[config.mk]
export PLATFORM = sky130hd
export DESIGN_NAME = actc_timing
export DESIGN_NICKNAME = d
export VERILOG_FILES = /design/src/rtl/actc_pkg.sv /design/src/rtl/actc_timing.sv
export SDC_FILE = /design/constraint.sdc
export NUM_CORES = 1
export LEC_CHECK = 0
export BUFFER_PORTS_ARGS = -buffer_cell sky130_fd_sc_hd__buf_4
export CAP_MARGIN = 20
export CORE_MARGIN = 2
export CORE_UTILIZATION = 48
export CTS_BUF_LIST = sky130_fd_sc_hd__clkbuf_4 sky130_fd_sc_hd__clkbuf_8
export CTS_CLUSTER_DIAMETER = 100
export CTS_CLUSTER_SIZE = 20
export DETAILED_ROUTE_END_ITERATION = 8
export GPL_TIMING_DRIVEN = 0
export PLACE_DENSITY = 0.91
export RECOVER_POWER = 100
export SLEW_MARGIN = 5
export SYNTH_ARGS = -nofsm -noshare
export SYNTH_HDL_FRONTEND = slang
export SYNTH_SLANG_ARGS = --single-unit
[constraint.sdc]
create_clock -name pclk -period 5.9 [get_ports pclk]
set_input_delay 0.59 -clock pclk [delete_from_list [all_inputs] [get_ports pclk]]
set_output_delay 0.59 -clock pclk [all_outputs]
set_load 0.05 [all_outputs]
[src/rtl/actc_pkg.sv]
// package for the converter timing control block: register map, fields, timing
// ----------------------------------------------------------------------------
// Summary of operation
// - on breakpoint: 00 continue, 10 finish conversion then halt, 11 halt now, 01 reserved
// - any timing control write aborts the running sequence, never starts one
// - bit 7 picks resolution: 0 ten-bit, 1 shorter eight-bit conversions
// - sample window: two conversion clocks via buffer, then programmable direct phase
// - bits 6:5 set second sample phase: 2, 4, 8 or 16 conversion clocks
// - bits 4:0 prescale: conversion clock is bus clock over (prescale+1), halved
// - prescale resets to 5, conversion clock is bus clock over 12
// - halt response sits in bits 1:0 of the preceding register, used only at breakpoint
// - a conversion starts when its sample phase begins; timing counts from there
// ----------------------------------------------------------------------------
package actc_pkg;
  localparam logic [7:0] ACTC_OFS_HALT_CTRL   = 8'h03; // holds the halt response field
  localparam logic [7:0] ACTC_OFS_TIMING_CTRL = 8'h04;
  localparam logic [7:0] ACTC_OFS_SEQ_START   = 8'h05;
  localparam logic [7:0] ACTC_OFS_STATUS      = 8'h08;
  localparam int ACTC_RES_BIT  = 7;
  localparam int ACTC_SMP_HI   = 6;
  localparam int ACTC_SMP_LO   = 5;
  localparam int ACTC_PRS_HI   = 4;
  localparam logic [7:0] ACTC_TIMING_RESET = 8'h05;
  localparam logic [1:0] ACTC_HALT_RESET   = 2'h0;
  localparam logic [4:0] ACTC_FIRST_PHASE  = 5'h02;
  localparam logic [4:0] ACTC_CONV_TEN     = 5'h0a; // conversion clocks per ten-bit result
  localparam logic [4:0] ACTC_CONV_EIGHT   = 5'h08;
  localparam logic [1:0] ACTC_HALT_GO      = 2'h0;
  localparam logic [1:0] ACTC_HALT_FINISH  = 2'h2;
  localparam logic [1:0] ACTC_HALT_NOW     = 2'h3;
  typedef enum logic [1:0] {ACTC_IDLE, ACTC_SAMP1, ACTC_SAMP2, ACTC_CONV} actc_state_t;
endpackage

[src/rtl/actc_timing.sv]
// converter timing control: apb registers, prescaler, sample and conversion sequencer
`timescale 1ns/1ps
module actc_timing
  import actc_pkg::*;
(
  input  wire logic        pclk,          // bus clock, 200 MHz
  input  wire logic        presetn,       // async reset, active low
  input  wire logic        psel,          // apb select
  input  wire logic        penable,       // apb access phase
  input  wire logic        pwrite,        // apb direction
  input  wire logic [7:0]  paddr,         // apb byte address
  input  wire logic [31:0] pwdata,        // apb write data
  output logic      [31:0] prdata,        // apb read data
  output logic             pready,        // apb ready, always high
  output logic             pslverr,       // apb error on unmapped address
  input  wire logic        breakpoint,    // debug breakpoint active
  output logic             conv_clk_en,   // one-cycle pulse per conversion clock
  output logic             sample_buf,    // first sample phase, via buffer
  output logic             sample_direct, // second sample phase, direct
  output logic             converting,    // conversion phase
  output logic             low_resolution,// eight-bit mode to analog core
  output logic             conv_done      // pulse at end of each conversion
);
  // --------------------------------------------------------------------------
  // register bus
  // --------------------------------------------------------------------------
  logic [7:0]  timing_q;
  logic [1:0]  halt_q;
  logic        busy_q;
  logic        halted_q;
  actc_state_t state_q;
  logic        wr;
  logic        mapped;

  function automatic logic is_mapped(input logic [7:0] a);
    is_mapped = (a == ACTC_OFS_HALT_CTRL) || (a == ACTC_OFS_TIMING_CTRL) ||
                (a == ACTC_OFS_SEQ_START) || (a == ACTC_OFS_STATUS);
  endfunction

  assign mapped  = is_mapped(paddr);
  assign wr      = psel && penable && pwrite && mapped;
  assign pready  = 1'b1;
  assign pslverr = psel && penable && !mapped;

  always_ff @(posedge pclk or negedge presetn) begin
    if (!presetn) begin
      timing_q <= ACTC_TIMING_RESET;
    end else if (wr && paddr == ACTC_OFS_TIMING_CTRL) begin
      timing_q <= pwdata[7:0];
    end
  end

  always_ff @(posedge pclk or negedge presetn) begin
    if (!presetn) begin
      halt_q <= ACTC_HALT_RESET;
    end else if (wr && paddr == ACTC_OFS_HALT_CTRL) begin
      halt_q <= pwdata[1:0];
    end
  end

  always_comb begin
    prdata = 32'h0;
    if (psel && !pwrite) begin
      unique case (paddr)
        ACTC_OFS_HALT_CTRL:   prdata = {30'h0, halt_q};
        ACTC_OFS_TIMING_CTRL: prdata = {24'h0, timing_q};
        ACTC_OFS_STATUS:      prdata = {28'h0, halted_q, busy_q, state_q};
        default:              prdata = 32'h0;
      endcase
    end
  end

  // --------------------------------------------------------------------------
  // prescaler
  // --------------------------------------------------------------------------
  // counting bus cycles up to 2*(prs+1) keeps everything on pclk
  logic [5:0] div_q;
  logic [5:0] div_last;
  assign div_last = {timing_q[ACTC_PRS_HI:0], 1'b1};

  always_ff @(posedge pclk or negedge presetn) begin
    if (!presetn) begin
      div_q <= 6'h0;
    end else if (div_q >= div_last) begin
      div_q <= 6'h0;
    end else begin
      div_q <= div_q + 6'h1;
    end
  end

  assign conv_clk_en = (div_q >= div_last);

  // --------------------------------------------------------------------------
  // sequencer
  // --------------------------------------------------------------------------
  logic       start_wr;
  logic       abort_wr;
  logic [4:0] cnt_q;
  logic [4:0] smp2_len;
  logic [4:0] conv_len;
  logic       freeze;

  assign start_wr = wr && paddr == ACTC_OFS_SEQ_START;
  assign abort_wr = wr && paddr == ACTC_OFS_TIMING_CTRL;
  // 2 << smp gives 2, 4, 8, 16
  assign smp2_len = 5'(5'h02 << timing_q[ACTC_SMP_HI:ACTC_SMP_LO]);
  assign conv_len = timing_q[ACTC_RES_BIT] ? ACTC_CONV_EIGHT : ACTC_CONV_TEN;
  assign low_resolution = timing_q[ACTC_RES_BIT];

  // finish-then-halt lets the conversion run out; it freezes at the next start
  always_comb begin
    freeze = 1'b0;
    if (breakpoint) begin
      unique case (halt_q)
        ACTC_HALT_NOW:    freeze = 1'b1;
        ACTC_HALT_FINISH: freeze = (state_q == ACTC_SAMP1) && cnt_q == 5'h0;
        default:          freeze = 1'b0; // continue, reserved also continues
      endcase
    end
  end

  always_ff @(posedge pclk or negedge presetn) begin
    if (!presetn) begin
      state_q   <= ACTC_IDLE;
      cnt_q     <= 5'h0;
      busy_q    <= 1'b0;
      conv_done <= 1'b0;
    end else begin
      conv_done <= 1'b0;
      if (abort_wr) begin
        state_q <= ACTC_IDLE;
        cnt_q   <= 5'h0;
        busy_q  <= 1'b0;
      end else if (start_wr) begin
        state_q <= ACTC_SAMP1;
        cnt_q   <= 5'h0;
        busy_q  <= 1'b1;
      end else if (conv_clk_en && !freeze) begin
        unique case (state_q)
          ACTC_IDLE: begin
            cnt_q <= 5'h0;
          end
          ACTC_SAMP1: begin
            if (cnt_q == ACTC_FIRST_PHASE - 5'h1) begin
              state_q <= ACTC_SAMP2;
              cnt_q   <= 5'h0;
            end else begin
              cnt_q <= cnt_q + 5'h1;
            end
          end
          ACTC_SAMP2: begin
            if (cnt_q == smp2_len - 5'h1) begin
              state_q <= ACTC_CONV;
              cnt_q   <= 5'h0;
            end else begin
              cnt_q <= cnt_q + 5'h1;
            end
          end
          ACTC_CONV: begin
            if (cnt_q == conv_len - 5'h1) begin
              state_q   <= ACTC_SAMP1; // next conversion of the sequence
              cnt_q     <= 5'h0;
              conv_done <= 1'b1;
            end else begin
              cnt_q <= cnt_q + 5'h1;
            end
          end
        endcase
      end
    end
  end

  always_ff @(posedge pclk or negedge presetn) begin
    if (!presetn) begin
      halted_q <= 1'b0;
    end else begin
      halted_q <= freeze && busy_q;
    end
  end

  assign sample_buf    = (state_q == ACTC_SAMP1);
  assign sample_direct = (state_q == ACTC_SAMP2);
  assign converting    = (state_q == ACTC_CONV);

  // --------------------------------------------------------------------------
  // checks
  // --------------------------------------------------------------------------
  // a separate table for the second phase, so the check does not reuse the shift it guards
  logic [4:0] smp2_ref;
  always_comb begin
    smp2_ref = 5'h02;
    unique case (timing_q[ACTC_SMP_HI:ACTC_SMP_LO])
      2'h0: smp2_ref = 5'h02;
      2'h1: smp2_ref = 5'h04;
      2'h2: smp2_ref = 5'h08;
      2'h3: smp2_ref = 5'h10;
    endcase
  end
endmodule // actc_timing

Word-level counts from Yosys, hierarchy flattened
Cells that the tools add are included.
{"block": "classes", "addsub": 4, "order_cmp": 1, "eq_ne": 15, "n_shift": 1, "muxes": 27, "n_reduce_logical": 23}
{"operator": "$mux 5", "count": 6}
{"operator": "$pmux 8 s3", "count": 1}
{"operator": "$pmux 5 s4", "count": 1}
{"operator": "$eq 8x3->1 const B", "count": 2}
{"operator": "$mux 2", "count": 7}
{"operator": "$ne 4x1->1 const B", "count": 3}
{"operator": "$logic_and 1x1->1", "count": 11}
{"operator": "$eq 5x5->1", "count": 2}
{"operator": "$eq 2x2->1 const B", "count": 4}
{"operator": "$eq 8x2->1 const B", "count": 1}
{"operator": "$eq 8x4->1 const B", "count": 1}
{"operator": "$mux 1", "count": 8}
{"operator": "$mux 8", "count": 1}
{"operator": "$add 6x1->6 const B", "count": 1}
{"operator": "$ge 6x6->1", "count": 1}
{"operator": "$mux 6", "count": 1}
{"operator": "$pmux 2 s3", "count": 1}
{"operator": "$add 5x1->5 const B", "count": 1}
{"operator": "$eq 5x1->1 const B", "count": 1}
{"operator": "$logic_not 5->1", "count": 1}
{"operator": "$reduce_and 5->1", "count": 1}
{"operator": "$reduce_bool 5->1", "count": 1}
{"operator": "$shl 2x2->5 const A", "count": 1}
{"operator": "$sub 4x1->5 const B", "count": 1}
{"operator": "other kinds (8)", "count": 12}
{"block": "word_totals", "register_bits": 26, "in_bits": 46, "out_inout_bits": 40, "elab_cells": 79}

Depth between registers and ports, before layout
{"block": "depth", "depth_word": 9, "ltp_mapped": 8, "ltp_nobuf": 8}

Least setup slack after synthesis
Ideal clock, no wire load.
{"block": "synth_timing", "path_type": "input to output", "from": "input port paddr[5]", "to": "output port prdata[0]", "t_arrival_ns": 2.516, "required_time_ns": 5.310, "slack_ns": 2.794, "stages": 5, "path_buffers": 1, "cell_sequence": "or4_4 buf_6 nor4_2 a22oi_1 a21oi_1"}
{"block": "synth_between", "elab_chain_len": 3, "word_cells_on_any_way": 5, "classes_between": "3 x eq/ne; 2 x mux"}
{"item": "start, declared", "line": "actc_timing.sv:11", "rtl": "input wire logic [7:0] paddr,"}
{"item": "$eq 8x4->1 (tied with other cells)", "line": "actc_timing.sv:64", "rtl": "unique case (paddr)"}
{"item": "$pmux 8 s3 (*)", "line": "actc_timing.sv:64"}
{"item": "$mux 8 (*)", "line": "actc_timing.sv:63", "rtl": "if (psel && !pwrite) begin"}
{"item": "end, declared", "line": "actc_timing.sv:13", "rtl": "output logic [31:0] prdata,"}
Every way passes the cells marked *; elsewhere a longest branch is shown, timed or not.

Worst setup path in the final report
{"block": "layout_timing", "from": "input port paddr[5]", "to": "output port prdata[4]"}
The elaborated chain is that of the path after synthesis.

==> results.yml <==
timing:
  period_share_pct: 66.7
  relSlewSlack_pct: 9.01
  tightest_slew_ps: 1360
  post-route-min-period_ps: 3940
  layout_setup_ws_ps: 1960
  hold_slack_ps: 497
  setup_viol: 0
  skew_ps: 5.96
  final_max_slew_viol_count: 0
  fmax_mhz: 254
  setup_tns_ps: 0
  rsz0062_at_grt: "false"
  hold_viol_final: 0
pwr:
  p_leak_nw: 1.14
  p_per_area_nw_per_um2: 298
  ir_drop_v: 0.000241
  p_total_mw: 0.678
logic_synthesis:
  yosysUniqueCellTypes: 48
  ys.flop_type: "dfrtp_1"
  synth_top_area_share_pct: 31.5
  yosys_register_bits: 26
  async_flop_share_pct: 100
  yosysTopAreaCell: "dfrtp_1"
  postSynthCellCount: 221
  syn_avg_cell_area_um2: 8.63
  synthesis.area_um2: 1910
  ys_top_cells_by_area: "dfrtp_1, buf_4, ha_1"
  yosysWarnings: 0
  ys_seq_area_share_pct: 34.3
  synth_edf_count: 0
finish:
  fin_nets: 343
  final_layout_size_suffix_gt1_share_pct: 19.8
  fin_cells: 331
  regArea_um2: 653
  syn_to_final_growth_pct: 19.4
  layout_commonest_cell: "buf_4"
  layout_common_cells: "buf_4, nand2_1, conb_1"
  multiInputGateArea_um2: 1030
  diodes: 0
  nFillCells: 345
clock_network:
  cts_tree: "yes"
  clkLatencyLatePin_ps: 280
  cts_resized: 0
  clkSlewWorstSetupHoldPaths_ps: 90
  clockBufferDepth: 2
  numCtsBuffers: 3
  cts_setup_buffers: 0
  hold_buffers: 0
  clock-root-buffer: "clkbuf_8"
  clock_sinks: 26
  htreeDepth: 1
drt:
  route.detailed.drc: 0
  dr_total_vias: 1647
  post_drt_wl_per_cell_um: 12.1
  dr.pass1.iters: 4
  routed_wl_um: 4020
  ant_nets: 0
  drt_iter0_drc: 111
  routed_via_density: 4.98
global_routing:
  antenna_found_initial: 0
  globalRouteOverflowTotal: 0
  grt_max_degree: 27
  grt_pass1_wl_um: 6550
  grt_pass1_vias: 1541
  grt_usage_pct: 18.7
worst_setup_path:
  endpoint_kind: "output port"
  critPathLaunchType: "primary input"
  worst-endpoint-arrival_ps: 3350
  crit_fanout: 7
  crit_type: "in2out"
  required_ps: 5310
floorplan:
  die_w_um: 67.0
  dieArea_um2: 4490
  die_h_um: 67.0
  rows: 22
  start_util_pct: 50.9
  io_pins: 86
  core_area_um2: 3740
placed_design:
  dp_hpwl_um: 3200
  io_buffers: 35
  place_ws_ps: 2970
  dp.cells: 327
  gp_congestion: 0.852
hold_path:
  hp-class: "reg2reg"
job:
  max_cap_violations: 0
outcome:
  status: "completed"
## cells in the mapped netlist (all sizes together) (3+ instances only)
library cell,n
and2,5
or4,3
a21oi,13
nor2,16
inv,13
o21ai,11
buf,28
and3,3
nand3,11
nand2,26
nor4,5
ha,13
dfrtp,24
nand4,3
clkbuf,3
nor3,6
a22oi,4
## stage by stage
| step | cell area [um2] | util [%] |
|---|---|---|
| floorplan | 1990 | - |
| global placement | 2320 | 61.9 |
| detailed placement | 2320 | 61.9 |
| CTS | 2390 | 63.8 |
| global route | 2280 | 60.8 |
| finish | 2280 | 60.8 |
## routing by layer
metal	global-route usage [%]	share of wire (%)	up-vias	wire length [um]
met5	0	0	-	0
met4	5.36	1.6	0	66
met3	3.21	5.0	8	201
met2	33.3	51	51	2050
met1	22.8	42	747	1700
li1	-	-	841	-
## kinds of logic (layout without fill, tap and decap cells)
logic type	count (synthesis)	count (layout)	synth area share, %
adder cells (fa/ha/maj)	13	13	8.53
buffers and inverters	44	83	14.2
flip-flops	26	26	34.3
AO/OA/AOI/OAI	41	41	13.3
multiplexers	2	2	1.18
XOR/XNOR	4	4	1.84
other	2	25	0.394
AND/OR/NAND/NOR	89	89	26.2
## registers in the layout, indices dropped and copies added, names as in the netlist
name       flops
timing_q       8
div_q          6
cnt_q          5
halt_q         2
state_q        2
busy_q         1
conv_done      1
halted_q       1
## path summary, 6_finish.rpt
path | from | end | slack [ps] | cells after the start
setup / recovery | paddr[5] | prdata[4] | 1960 | 7
hold / removal | div_q[0]$_DFF_PN0_ | div_q[0]$_DFF_PN0_ | 500 | 1
setup reg to reg | timing_q[2]$_DFFE_PN1N_ | cnt_q[0]$_DFFE_PN0P_ | 3540 | 7
hold reg to reg | div_q[0]$_DFF_PN0_ | div_q[0]$_DFF_PN0_ | 500 | 1
max in group asynchronous | presetn | div_q[5]$_DFF_PN0_ | 4500 | 1
min in group asynchronous | presetn | state_q[1]$_DFFE_PN0P_ | 600 | 1
## layout make-up
cell class / count / area share (%)
multi-input combinational: 174 / 45.2
sequential: 26 / 28.7
buffer: 31 / 9.24
timing repair buffer: 35 / 8.91
tap: 48 / 2.64
inverter: 13 / 2.14
clock buffer: 3 / 1.81
clock inverter: 1 / 1.32
## critical path: stages
cell	delay (ps)
clkbuf_4	100
or4_2	640
clkbuf_1	210
nor4_1	800
and3b_1	370
and2_1	150
clkbuf_1	470
## report_power, final
| part | switching, mW | internal [mW] | leakage [nW] |
|---|---|---|---|
| registers | 0.0382 | 0.212 | 0.319 |
| clock network | 0.0579 | 0.0908 | 0.0357 |
| logic | 0.178 | 0.101 | 0.782 |
| total | 0.274 | 0.403 | 1.14 |
No activity file was read; power rests on OpenSTA's default activity.
